<file path="src/tpf_regs.svh">
// register offsets, field positions, reset values and pin counts of the pin-function block
`ifndef TPF_REGS_SVH
`define TPF_REGS_SVH

// ************************
// register addresses and port-control word numbers
// ************************
`define TPF_READBACK_ADDR 4'he
`define TPF_PW_ADC_SEL 4'h1
`define TPF_PW_COUNTER 4'h3
`define TPF_PW_ANALOG_LO 4'h7
`define TPF_PW_ANALOG_HI 4'h8

// ************************
// field positions
// ************************
`define TPF_PW3_HIGH_FREQ_COUNT_PIN_BIT 3
`define TPF_PW3_LOW_FREQ_COUNT_PIN_BIT 2
`define TPF_PW3_EDGE_B_BIT 1
`define TPF_PW3_EDGE_A_BIT 0
`define TPF_BEEP_EN_BIT 3
`define TPF_START_ADC_BIT 2
`define TPF_CW_AM_SEL_BIT 3

// ************************
// reset values and sizes
// ************************
`define TPF_PW3_RESET 4'h0
`define TPF_ANALOG_PINS 6
`define TPF_PUSH_PULL_BITS 16
`define TPF_OD_BITS 4

`endif

</file>
<file path="src/tpf_pkg.sv">
// types shared by the pin-function block
package tpf_pkg;

	// universal counter modes, from the mode instruction bits 3:2
	typedef enum logic [1:0] {
		TPF_CNT_HIGH_FREQ = 2'b00,
		TPF_CNT_LOW_FREQ = 2'b01,
		TPF_CNT_LOW_PERIOD = 2'b10,
		TPF_CNT_RESERVED = 2'b11
	} tpf_cnt_mode_t;

	// low-power state, one-hot
	typedef enum logic [1:0] {
		TPF_RUN = 2'b01,
		TPF_HALTED = 2'b10
	} tpf_power_t;

endpackage : tpf_pkg

</file>
<file path="src/tpf_pump_drive.sv">
// tristate drive for one charge pump output from phase comparator results
module tpf_pump_drive
#(
	parameter bit INVERT = 1'b0
)
(
	input wire logic clk,
	input wire logic arst_n,
	input wire logic osc_above,
	input wire logic osc_below,
	input wire logic force_off,
	output logic pump_out,
	output logic pump_oe
);

	// ************************
	// registered drive
	// ************************

	// above drives high (low if inverted), below the opposite, match floats
	always_ff @(posedge clk or negedge arst_n)
	begin
		if (!arst_n)
		begin
			pump_out <= 1'b0;
			pump_oe <= 1'b0;
		end
		else if (force_off || (osc_above == osc_below))
		begin
			pump_out <= 1'b0;
			pump_oe <= 1'b0;
		end
		else
		begin
			pump_out <= osc_above ^ INVERT;
			pump_oe <= 1'b1;
		end
	end

endmodule : tpf_pump_drive

</file>
<file path="src/tpf_pin_control.sv">
// pin-function and mode control of the tuning controller's shared pins
// ************************
// Summary of operation
// fm oscillator pin routed when pll word selects fm; low two bits ignored
// am oscillator pin routed when selected; low two bits give am band
// both oscillator inputs off in suspend, halt, reset and pll stop
// dead-zone op drives aux pump; floats under suspend, halt, reset, pll stop
// second pump low when above, high when below, floats on match or off
// word 3 bit 3 picks counter or general input for high pin
// word 3 bit 2 picks counter or general input for low pin
// counter mode bits 3:2 select measurement; start op begins the count
// count-done flag set when the measurement interval ends
// general-input levels read at 0x0e: high pin bit 0, low pin bit 1
// counter pins input disabled and pulled down while halted
// reset selects counter function, high-pin frequency mode
// suspend blocks inputs and floats pumps; halt needs flag, pin low, op
// halt ends when the suspend pin returns high
// words 7 and 8 choose general or analog per analog pin
// word 1 picks conversion pin; start bit 2 launches; done flag set
// digital read of an analog-mode pin returns low
// open-drain port off in halt and after reset
// interrupt pin active only with its enable, input mode, global enable
// word 3 bits 1 and 0 choose edge for interrupts b and a
// tone bit 3 selects tone or port; bits 2:0 frequency; latch kept
// push-pull outputs float in halt and until first write after reset
// main pumps high when above, low when below
// ************************
`include "tpf_regs.svh"
module tpf_pin_control
import tpf_pkg::*;
#(
	parameter int ANALOG_PINS = `TPF_ANALOG_PINS,
	parameter int PP_BITS = `TPF_PUSH_PULL_BITS
)
(
	input wire logic clk,
	input wire logic arst_n,
	input wire logic pll_stop,
	input wire logic suspend_n_pin,
	input wire logic suspend_enable_flag,
	input wire logic clock_halt_op,
	input wire logic pll_cw_wr,
	input wire logic [3:0] pll_control_word_one,
	input wire logic fm_osc_input,
	input wire logic am_osc_input,
	output logic fm_to_pll,
	output logic am_to_pll,
	output logic [1:0] am_band,
	input wire logic dead_zone_op,
	input wire logic [1:0] dead_zone_data,
	input wire logic osc_above,
	input wire logic osc_below,
	output logic aux_pump_output,
	output logic aux_pump_oe,
	output logic second_pump_output,
	output logic second_pump_oe,
	output logic main_pump_output_a,
	output logic main_pump_output_b,
	output logic main_pump_oe,
	input wire logic port_setup_op,
	input wire logic [3:0] port_control_word_number,
	input wire logic [3:0] port_setup_data,
	input wire logic counter_mode_op,
	input wire logic [3:0] counter_mode_data,
	input wire logic counter_start_op,
	input wire logic [3:0] counter_start_data,
	input wire logic count_interval_end,
	input wire logic count_done_clear,
	input wire logic conversion_end,
	input wire logic conversion_done_clear,
	input wire logic high_freq_count_pin,
	input wire logic low_freq_count_pin,
	output logic high_cnt_to_counter,
	output logic low_cnt_to_counter,
	output logic count_pins_pulldown,
	output logic [1:0] counter_mode,
	output logic count_start,
	output logic count_done_flag,
	output logic adc_start,
	output logic [3:0] adc_channel,
	output logic conversion_done_flag,
	input wire logic [ANALOG_PINS-1:0] analog_in_pin,
	output logic [ANALOG_PINS-1:0] analog_to_adc,
	output logic [ANALOG_PINS-1:0] analog_digital_in,
	input wire logic register_read_op,
	input wire logic [3:0] register_read_addr,
	output logic [3:0] register_read_data,
	input wire logic register_write_op,
	input wire logic [3:0] od_write_data,
	output logic [3:0] open_drain_out_pin,
	output logic [3:0] open_drain_oe,
	input wire logic pp_write_op,
	input wire logic [PP_BITS-1:0] pp_write_data,
	output logic [PP_BITS-1:0] pp_out,
	output logic pp_oe,
	input wire logic beep_op,
	input wire logic [3:0] beep_data,
	input wire logic tone_wave,
	output logic [2:0] tone_freq_sel,
	output logic tone_shared_out_pin,
	output logic tone_shared_oe,
	input wire logic ext_irq_a_pin,
	input wire logic ext_irq_b_pin,
	input wire logic ext_irq_a_is_input,
	input wire logic ext_irq_b_is_input,
	input wire logic ext_irq_a_enable,
	input wire logic ext_irq_b_enable,
	input wire logic global_irq_enable,
	output logic ext_irq_a_req,
	output logic ext_irq_b_req,
	output logic halted
);

	// ************************
	// pin synchronisers
	// ************************
	localparam int SYNC_W = 5 + ANALOG_PINS;
	logic [SYNC_W-1:0] sync1_reg;
	logic [SYNC_W-1:0] sync2_reg;
	logic susp_n_s, high_freq_count_pin_s, low_freq_count_pin_s, irq_a_s, irq_b_s;
	logic [ANALOG_PINS-1:0] analog_s;

	// two flops per pin; suspend bit resets high so no false suspend
	always_ff @(posedge clk or negedge arst_n)
	begin
		if (!arst_n)
		begin
			sync1_reg <= SYNC_W'(1);
			sync2_reg <= SYNC_W'(1);
		end
		else
		begin
			sync1_reg <= {analog_in_pin, ext_irq_b_pin, ext_irq_a_pin, low_freq_count_pin,
				high_freq_count_pin, suspend_n_pin};
			sync2_reg <= sync1_reg;
		end
	end
	assign susp_n_s = sync2_reg[0];
	assign high_freq_count_pin_s = sync2_reg[1];
	assign low_freq_count_pin_s = sync2_reg[2];
	assign irq_a_s = sync2_reg[3];
	assign irq_b_s = sync2_reg[4];
	assign analog_s = sync2_reg[SYNC_W-1:5];

	// ************************
	// suspend and halt
	// ************************
	tpf_power_t power_reg;
	logic suspended, off_cond, reset_done_reg;

	// halt entry needs flag, low pin and op; exit on pin high
	always_ff @(posedge clk or negedge arst_n)
	begin
		if (!arst_n)
			power_reg <= TPF_RUN;
		else
		begin
			case (power_reg)
				TPF_RUN:
					if (suspend_enable_flag && !susp_n_s && clock_halt_op)
						power_reg <= TPF_HALTED;
				TPF_HALTED:
					if (susp_n_s)
						power_reg <= TPF_RUN;
				default:
					power_reg <= TPF_RUN;
			endcase
		end
	end

	// first clock after reset release still counts as power-on reset
	always_ff @(posedge clk or negedge arst_n)
	begin
		if (!arst_n)
			reset_done_reg <= 1'b0;
		else
			reset_done_reg <= 1'b1;
	end

	assign halted = (power_reg == TPF_HALTED);
	assign suspended = suspend_enable_flag && !susp_n_s;
	assign off_cond = suspended || halted || !reset_done_reg || pll_stop;

	// ************************
	// oscillator selection
	// ************************
	logic am_sel_reg;
	logic [1:0] am_band_reg;

	// pll word bit 3 picks am; fm ignores bits 1:0
	always_ff @(posedge clk or negedge arst_n)
	begin
		if (!arst_n)
		begin
			am_sel_reg <= 1'b0;
			am_band_reg <= 2'b00;
		end
		else if (pll_cw_wr)
		begin
			am_sel_reg <= pll_control_word_one[`TPF_CW_AM_SEL_BIT];
			if (pll_control_word_one[`TPF_CW_AM_SEL_BIT])
				am_band_reg <= pll_control_word_one[1:0];
		end
	end

	assign fm_to_pll = !am_sel_reg && !off_cond && fm_osc_input;
	assign am_to_pll = am_sel_reg && !off_cond && am_osc_input;
	assign am_band = am_band_reg;

	// ************************
	// charge pumps
	// ************************
	logic [1:0] dz_reg;

	// dead-zone op sets aux pump drive: bit1 enable, bit0 level
	always_ff @(posedge clk or negedge arst_n)
	begin
		if (!arst_n)
			dz_reg <= 2'b00;
		else if (dead_zone_op)
			dz_reg <= dead_zone_data;
	end
	assign aux_pump_output = dz_reg[0];
	assign aux_pump_oe = dz_reg[1] && !off_cond;

	// second pump has inverted polarity
	tpf_pump_drive #(.INVERT(1'b1)) u_second
	(
		.clk(clk),
		.arst_n(arst_n),
		.osc_above(osc_above),
		.osc_below(osc_below),
		.force_off(off_cond),
		.pump_out(second_pump_output),
		.pump_oe(second_pump_oe)
	);

	// main pumps, straight polarity, both pins alike
	tpf_pump_drive #(.INVERT(1'b0)) u_main
	(
		.clk(clk),
		.arst_n(arst_n),
		.osc_above(osc_above),
		.osc_below(osc_below),
		.force_off(off_cond),
		.pump_out(main_pump_output_a),
		.pump_oe(main_pump_oe)
	);
	assign main_pump_output_b = main_pump_output_a;

	// ************************
	// port-control words
	// ************************
	logic [3:0] pw3_reg;
	logic [3:0] adc_sel_reg;
	logic [7:0] analog_mode_reg;

	// setup op writes the addressed word
	always_ff @(posedge clk or negedge arst_n)
	begin
		if (!arst_n)
		begin
			pw3_reg <= `TPF_PW3_RESET;
			adc_sel_reg <= 4'h0_000;
			analog_mode_reg <= 8'h0_000;
		end
		else if (port_setup_op)
		begin
			if (port_control_word_number == `TPF_PW_COUNTER)
				pw3_reg <= port_setup_data;
			else if (port_control_word_number == `TPF_PW_ADC_SEL)
				adc_sel_reg <= port_setup_data;
			else if (port_control_word_number == `TPF_PW_ANALOG_LO)
				analog_mode_reg[3:0] <= port_setup_data;
			else if (port_control_word_number == `TPF_PW_ANALOG_HI)
				analog_mode_reg[7:4] <= port_setup_data;
		end
	end
	assign adc_channel = adc_sel_reg;

	// ************************
	// universal counter pins and mode
	// ************************
	logic high_gp, low_gp, done_reg;
	logic [1:0] mode_reg;

	assign high_gp = pw3_reg[`TPF_PW3_HIGH_FREQ_COUNT_PIN_BIT];
	assign low_gp = pw3_reg[`TPF_PW3_LOW_FREQ_COUNT_PIN_BIT];
	assign high_cnt_to_counter = !high_gp && !halted && high_freq_count_pin;
	assign low_cnt_to_counter = !low_gp && !halted && low_freq_count_pin;
	assign count_pins_pulldown = halted;

	// mode op loads bits 3:2
	always_ff @(posedge clk or negedge arst_n)
	begin
		if (!arst_n)
			mode_reg <= TPF_CNT_HIGH_FREQ;
		else if (counter_mode_op)
			mode_reg <= counter_mode_data[3:2];
	end
	assign counter_mode = mode_reg;
	assign count_start = counter_start_op && !counter_start_data[`TPF_START_ADC_BIT];
	assign adc_start = counter_start_op && counter_start_data[`TPF_START_ADC_BIT];

	// done flag: set wins over clear, cleared by a new start
	always_ff @(posedge clk or negedge arst_n)
	begin
		if (!arst_n)
			done_reg <= 1'b0;
		else if (count_interval_end)
			done_reg <= 1'b1;
		else if (count_done_clear || count_start)
			done_reg <= 1'b0;
	end
	assign count_done_flag = done_reg;

	// ************************
	// a/d pins
	// ************************
	logic adc_done_reg;

	// conversion-done flag, set wins over clear
	always_ff @(posedge clk or negedge arst_n)
	begin
		if (!arst_n)
			adc_done_reg <= 1'b0;
		else if (conversion_end)
			adc_done_reg <= 1'b1;
		else if (conversion_done_clear || adc_start)
			adc_done_reg <= 1'b0;
	end
	assign conversion_done_flag = adc_done_reg;

	// per pin: analog routes to adc, digital reads low
	genvar gi;
	generate
		for (gi = 0; gi < ANALOG_PINS; gi++)
		begin : g_analog
			assign analog_to_adc[gi] = analog_mode_reg[gi];
			assign analog_digital_in[gi] = !analog_mode_reg[gi] && !halted && analog_s[gi];
		end
	endgenerate

	// ************************
	// internal register read
	// ************************
	logic [3:0] rd_reg;

	// 0x0e shows general-input levels of the counter pins
	always_ff @(posedge clk or negedge arst_n)
	begin
		if (!arst_n)
			rd_reg <= 4'h0_000;
		else if (register_read_op)
		begin
			if (register_read_addr == `TPF_READBACK_ADDR)
				rd_reg <= {2'b00, low_gp && !halted && low_freq_count_pin_s, high_gp && !halted && high_freq_count_pin_s};
			else
				rd_reg <= 4'h0_000;
		end
	end
	assign register_read_data = rd_reg;

	// ************************
	// output ports
	// ************************
	logic [3:0] od_reg;
	logic [PP_BITS-1:0] pp_reg;
	logic pp_armed_reg;
	logic [3:0] beep_reg;

	// open-drain latch: 1 means transistor off
	always_ff @(posedge clk or negedge arst_n)
	begin
		if (!arst_n)
			od_reg <= 4'h0_00f;
		else if (register_write_op)
			od_reg <= od_write_data;
	end
	assign open_drain_out_pin = 4'h0_000;
	assign open_drain_oe = halted ? 4'h0_000 : ~od_reg;

	// push-pull latch and first-write arming
	always_ff @(posedge clk or negedge arst_n)
	begin
		if (!arst_n)
		begin
			pp_reg <= '0;
			pp_armed_reg <= 1'b0;
		end
		else if (pp_write_op)
		begin
			pp_reg <= pp_write_data;
			pp_armed_reg <= 1'b1;
		end
	end
	assign pp_out = pp_reg;
	assign pp_oe = pp_armed_reg && !halted;

	// tone control
	always_ff @(posedge clk or negedge arst_n)
	begin
		if (!arst_n)
			beep_reg <= 4'h0_000;
		else if (beep_op)
			beep_reg <= beep_data;
	end
	assign tone_freq_sel = beep_reg[2:0];
	assign tone_shared_out_pin = beep_reg[`TPF_BEEP_EN_BIT] ? tone_wave : pp_reg[0];
	assign tone_shared_oe = (pp_armed_reg || beep_reg[`TPF_BEEP_EN_BIT]) && !halted;

	// ************************
	// external interrupts
	// ************************
	logic irq_a_d_reg, irq_b_d_reg, edge_a, edge_b;

	// delayed copies for edge detection
	always_ff @(posedge clk or negedge arst_n)
	begin
		if (!arst_n)
		begin
			irq_a_d_reg <= 1'b0;
			irq_b_d_reg <= 1'b0;
		end
		else
		begin
			irq_a_d_reg <= irq_a_s;
			irq_b_d_reg <= irq_b_s;
		end
	end

	// bit set picks falling edge, clear picks rising
	assign edge_a = pw3_reg[`TPF_PW3_EDGE_A_BIT] ? (irq_a_d_reg && !irq_a_s)
		: (!irq_a_d_reg && irq_a_s);
	assign edge_b = pw3_reg[`TPF_PW3_EDGE_B_BIT] ? (irq_b_d_reg && !irq_b_s)
		: (!irq_b_d_reg && irq_b_s);
	assign ext_irq_a_req = edge_a && ext_irq_a_enable && ext_irq_a_is_input
		&& global_irq_enable && !halted;
	assign ext_irq_b_req = edge_b && ext_irq_b_enable && ext_irq_b_is_input
		&& global_irq_enable && !halted;

endmodule : tpf_pin_control

</file>
<file path="config.mk">
export PLATFORM = sky130hd
export DESIGN_NAME = tpf_pin_control
export DESIGN_NICKNAME = d
export VERILOG_FILES = /design/src/tpf_pkg.sv /design/src/tpf_pump_drive.sv /design/src/tpf_pin_control.sv
export VERILOG_INCLUDE_DIRS = /design/src /design/src/src
export SDC_FILE = /design/constraint.sdc
export NUM_CORES = 1
export LEC_CHECK = 0
export BUFFER_PORTS_ARGS = -buffer_cell sky130_fd_sc_hd__buf_4
export CORE_ASPECT_RATIO = 0.6
export CORE_MARGIN = 2
export CORE_UTILIZATION = 35
export DETAILED_ROUTE_END_ITERATION = 8
export PLACE_DENSITY = 0.74
export SLEW_MARGIN = 20
export SYNTH_ARGS = -nofsm -noshare
export SYNTH_HDL_FRONTEND = slang
export SYNTH_SLANG_ARGS = --single-unit
</file>
<file path="constraint.sdc">
create_clock -name clk -period 1.35 [get_ports clk]
set_input_delay 0.135 -clock clk [delete_from_list [all_inputs] [get_ports clk]]
set_output_delay 0.135 -clock clk [all_outputs]
set_load 0.03 [all_outputs]
</file>
==> impl_metrics.ini, run 1 <==
[critical_path]
worst_r2r_endpoint = u_second.pump_oe
worst_r2r_path_depth = 5
critPathLaunchType = flip-flop
required_ps = 1220
critical_path_class = reg2out
timing.critical_path.from = power_reg[0]
worst-endpoint-arrival_ps = 1560
worst_r2r_startpoint = power_reg[0]
path_cells = nand2b_4 > nand4b_1 > buf_6 > nor3b_4 > buf_6
critical_path.max_stage_delay_ps = 520
cp-end-kind = output port
critPathMaxFanout = 4
critical-path-top-cell-by-count = sky130_fd_sc_hd__buf_6
crit_path_end = fm_to_pll
timing.reg2reg.setup_slack_ps = 110
critical_path.slowest_cell = sky130_fd_sc_hd__dfstp_2

[global_routing]
grt.total_usage_pct = 15.05
grt_overflow_total = 0
grt_first_pass_wirelength_um = 10870
antenna_violations_before_repair = 0
maximum_number_of_pins_on_one_net_before_global_route_repair = 81
first_global_vias = 2336

[final_layout]
post-route-cell-area_um2 = 4921
final_layout_size_suffix_gt1_share_pct = 65.03
antenna-diode-count = 0
largest_register_ffs = 16
most-common-layout-cells = sky130_fd_sc_hd__buf_4 (147), sky130_fd_sc_hd__dfrtp_1 (73), sky130_fd_sc_hd__mux2_2 (39)
most_frequent_standard_cell_in_the_layout_excluding_fill_and_tap_cells = sky130_fd_sc_hd__buf_4
area_delta_synth_final_pct = 62.39
final_nets = 470
instances_no_fill = 498

[sta]
skew_ps = 3.917
fmax_ghz = 0.5894
final_hold_violating_endpoints = 0
timing.final.crit_share_pct = 125.7
finalSetupViolCount = 21
final.setup.worst_slack_ps = -346.6
final.setup.tns_ps = -5087
fin_crit_ps = 1697
rsz0062_at_grt = true
report.final.slew_viol_count = 0
hold_slack_ps = 16.41

[synth]
postSynth.asyncResetShare_pct = 100.0
postSynthAreaPerCell_um2 = 14.64
syn-cell-area_um2 = 3030
ys_ff_latch = 80
number_of_flops_mapped_to_enable_cells_by_yosys = 0
synth_largest_area_cell = sky130_fd_sc_hd__dfrtp_1
seq_total_area_yosys_pct = 66.35
synth-warning-count = 0
synth_top_area_share_pct = 60.28
netlist_top_cells_area = sky130_fd_sc_hd__dfrtp_1 (60%), sky130_fd_sc_hd__mux2_2 (15%), sky130_fd_sc_hd__dfstp_2 (6.1%), sky130_fd_sc_hd__buf_4 (3.0%), sky130_fd_sc_hd__nor3b_1 (2.2%)
postSynthCellCount = 207
synth_cell_type_count = 30
yosys_most_used_dff = sky130_fd_sc_hd__dfrtp_1

[placed_design]
placed_wire_length_estimate_um = 5077
place_congestion = 0.7404
post-place-cells = 465
io_buffers = 149
placedInstanceArea_um2 = 4379
preCtsSetupSlack_ps = -87.13

[floorplan]
initial_core_utilization_pct = 35.83
top_level_ports = 162
site_rows = 26
horizontal_die_dimension_um = 124.1
die_area_um2 = 9443
design.core.area_um2 = 8458
die_height_um = 76.08

[drt]
vias_after_detailed_routing = 2209
initialDrtViolationCount = 57
detail-route-antenna-nets = 0
drtPass1Iterations = 4
total_length_of_routed_wires_um = 6903
post_drt_via_cell_ratio = 4.436
route.detailed.drc = 0
routed_wire_length_per_instance_um = 13.86

[clock_tree]
clock_sinks = 80
cts-htree-levels = 3
cts_buffer_count = 9
tritoncts = yes
cts_buffer_depth = 2
insertion_delay_to_the_later_sink_of_the_worst_skew_pair_ps = 320
clk_pin_slew_worst_paths_ps = 60
root_buffer = sky130_fd_sc_hd__clkbuf_16

[job]
maxCapViolCount = 0

[power_and_ir_drop]
irDropWorstVdd_mv = 0.8679
total_leakage_power_nw = 2.345
pwr_density_cell_nw_per_um2 = 1404

[status]
violations = negative setup slack
outcome = complete, but fails checks

[hold_path]
hold-path-cell-count = 2
hold_path_class = in2reg
[metal layers]
metal	GRT usage [%]	wire, um	vias up
met4	4.045	29	0
li1	-	-	1042
met1	17.89	2874	1067
met5	0	0	-
met2	24.32	3263	98
met3	7.335	734	2
[worst max-delay path, delay by kind of cell, from the launching register on]
family,cells,cell delay (ps)
DFF,1,520
and+or+nand+nor,3,420
buffers and inverters,2,300
[final cells by class]
cell class                 instances  area (um^2)
clock inverter                     6        91.34
fill                             714         3537
inverter                           6        25.02
sequential                        80         2011
timing repair buffer             173         1386
tap                              112        140.1
multi-input combinational        111         1028
clock buffer                      10        239.0
[power by group]
group	switching [W]	leakage, nW	internal (W)
registers	0.000169	0.943	0.00265
logic	0.000756	1.24	0.000713
clock network	0.000938	0.163	0.00168
total	0.00186	2.34	0.00504
[worst min-delay path by stage]
stage / from / slack (ps) / to
floorplan: arst_n / -160 / adc_channel[0]
global placement: arst_n / 190 / sync1_reg[5]
detailed placement: arst_n / 200 / sync1_reg[5]
CTS: count_interval_end / 3 / count_done_flag
global route: register_read_op / 1 / register_read_data[1]
finish: register_read_op / 20 / register_read_data[1]
[cell usage after synthesis, types with 2 or more instances]
cell type                  count
sky130_fd_sc_hd__nand2_1       5
sky130_fd_sc_hd__buf_4        12
sky130_fd_sc_hd__mux2_4        4
sky130_fd_sc_hd__nand4b_1      3
sky130_fd_sc_hd__inv_1         6
sky130_fd_sc_hd__nor3_1        2
sky130_fd_sc_hd__nand2b_1      6
sky130_fd_sc_hd__nor2_1       10
sky130_fd_sc_hd__conb_1        2
sky130_fd_sc_hd__and2_1        2
sky130_fd_sc_hd__nand3_1       2
sky130_fd_sc_hd__a21oi_1       4
sky130_fd_sc_hd__dfrtp_1      73
sky130_fd_sc_hd__nand4_1       2
sky130_fd_sc_hd__o21ai_0       2
sky130_fd_sc_hd__o21bai_1      2
sky130_fd_sc_hd__dfstp_2       7
sky130_fd_sc_hd__o32ai_1       2
sky130_fd_sc_hd__nand3b_1      2
sky130_fd_sc_hd__or3b_2        2
sky130_fd_sc_hd__nor3b_1       9
sky130_fd_sc_hd__mux2_2       40
[through the flow]
stage / util (%) / total power (W)
final: 58.18 / 0.006908
after global routing: 58.18 / 0.007225
after CTS: 57.88 / 0.007006
after detailed placement: 51.78 / 0.004302
after global placement: 51.78 / 0.004254
after floorplan: - / 0.003654
[kinds of logic after synthesis]
family                 after synthesis  share of synthesized area, %
AOI/OAI and AO/OA                   10                         2.064
buffers and inverters               21                         4.128
DFF                                 80                         66.35
muxes                               44                         16.85
other                                2                        0.2478
and+or+nand+nor                     50                         10.36
[what timing repair did]
item,in CTS,in global routing
hold buffers,14,1
hold endpoints to repair,86,1
buffers inserted,1,1
gates resized for setup,11,2
endpoints found under the setup margin,21,22
pin swaps,3,0
Note: power is estimated with default switching activity, not from simulation.
==> run 2, diff against run 1 <==
Settings changed: SETUP_SLACK_MARGIN set to 0.02.
==> run 2 against run 1 <==
The flow still finishes with violations (negative setup slack). First-iteration DRC count is 1.8% lower. Worst hold slack worse by 1.1 ps. Count of clock-buffer cells in the layout stayed put. Critical path type unchanged. Critical endpoint unchanged. Largest power group unchanged.
==> impl_metrics.ini, run 2 (synthesis results as in run 1) <==
[floorplan]
die_height_um = 76.08
top_level_ports = 162
horizontal_die_dimension_um = 124.1
site_rows = 26
design.core.area_um2 = 8458
initial_core_utilization_pct = 35.83
die_area_um2 = 9443

[final_layout]
final_nets = 473
most_frequent_standard_cell_in_the_layout_excluding_fill_and_tap_cells = sky130_fd_sc_hd__buf_4
final_layout_size_suffix_gt1_share_pct = 65.30
instances_no_fill = 501
area_delta_synth_final_pct = 64.29
most-common-layout-cells = sky130_fd_sc_hd__buf_4 (138), sky130_fd_sc_hd__dfrtp_1 (73), sky130_fd_sc_hd__mux2_2 (39)
largest_register_ffs = 16
post-route-cell-area_um2 = 4979
antenna-diode-count = 0

[critical_path]
cp_top_family = flip-flops
critPathMaxFanout = 4
critical_path_class = reg2out
path_depth = 5
critical_path.max_stage_delay_ps = 520
cp_num_buf_inv = 2
required_ps = 1220
cp-end-kind = output port
critical-path-top-cell-by-count = sky130_fd_sc_hd__buf_6
worst_r2r_path_depth = 5
critical_path.slowest_cell = sky130_fd_sc_hd__dfstp_2
critPathLaunchType = flip-flop
worst-endpoint-arrival_ps = 1560
path_cells = nand2b_4 > nand4b_1 > buf_6 > nor3b_4 > buf_6

[placed_design]
placedInstanceArea_um2 = 4399
preCtsSetupSlack_ps = -73.02
place_congestion = 0.7309
io_buffers = 149
placed_wire_length_estimate_um = 5107
post-place-cells = 467

[clock_tree]
clk_pin_slew_worst_paths_ps = 60
tritoncts = yes
root_buffer = sky130_fd_sc_hd__clkbuf_16
clock_sinks = 80
insertion_delay_to_the_later_sink_of_the_worst_skew_pair_ps = 320
cts_buffer_count = 9
cts-htree-levels = 3
cts_buffer_depth = 2

[sta]
finalSetupViolCount = 21
rsz0062_at_grt = true
skew_ps = 4.096
timing.final.crit_share_pct = 125.4
fmax_ghz = 0.5909
final.setup.worst_slack_ps = -342.3
final_hold_violating_endpoints = 0
hold_slack_ps = 15.31
report.final.slew_viol_count = 0
fin_crit_ps = 1692

[drt]
detail-route-antenna-nets = 0
routed_wire_length_per_instance_um = 14.07
total_length_of_routed_wires_um = 7048
initialDrtViolationCount = 56
post_drt_via_cell_ratio = 4.465
route.detailed.drc = 0
vias_after_detailed_routing = 2237
drtPass1Iterations = 4

[power_and_ir_drop]
power_w = 0.006457
total_leakage_power_nw = 2.360
pwr_density_cell_nw_per_um2 = 1297
irDropWorstVdd_mv = 0.6965

[hold_path]
hold_path_class = in2reg
hold-path-cell-count = 2

[global_routing]
maximum_number_of_pins_on_one_net_before_global_route_repair = 36
antenna_violations_before_repair = 0
grt.total_usage_pct = 14.94
grt_first_pass_wirelength_um = 10790
first_global_vias = 2370
grt_overflow_total = 0

[status]
violations = negative setup slack
outcome = complete, but fails checks

[job]
maxCapViolCount = 0
[run 2: where the power goes]
group	switching, W	internal (W)
logic	0.000763	0.000743
clock network	0.000891	0.00123
registers	0.000173	0.00265
[run 2: stage by stage]
stage,util [%],TNS [ps]
6_report,58.86,-5352
5_1_grt,58.86,-6709
4_1_cts,57.35,-5384
3_5_place_dp,52.01,-458.5
3_3_place_gp,52.01,-323.9
2_1_floorplan,-,-433.8
[run 2: final timing paths]
| path | start | endpoint | slack, ps |
|---|---|---|---|
| max | power_reg[0] | fm_to_pll | -340 |
| min | register_read_op | register_read_data[1] | 20 |
| max reg2reg | power_reg[0] | register_read_data[0] | 30 |
| min reg2reg | sync1_reg[1] | sync2_reg[1] | 350 |
| max in group asynchronous | arst_n | power_reg[0] | 440 |
| min in group asynchronous | arst_n | pp_out[12] | 280 |
[run 2: cell type report]
type	instances	area, um^2
Sequential cell	80	2011
Clock buffer	10	229.0
Clock inverter	6	36.28
Timing Repair Buffer	175	1455
Multi-Input combinational cell	111	1061
Tap cell	112	140.1
Inverter	6	35.03
Timing Repair inverter	1	11.26
Fill cell	679	3480
[run 2: timing repair]
action,4_1_cts,5_1_grt
endpoints found under the setup margin,22,22
endpoints found under the hold margin,41,0
resized for setup,10,24
buffers inserted,0,2
cloned,0,1
pin swaps,2,1
hold buffers,15,0
[run 2: layer usage]
layer,GRT usage (%),routed length (um),vias to the layer above
met4,4.719,102,0
met3,6.437,625,12
met1,17.94,2943,1076
met2,24.21,3377,102
li1,-,-,1047
met5,0,0,-
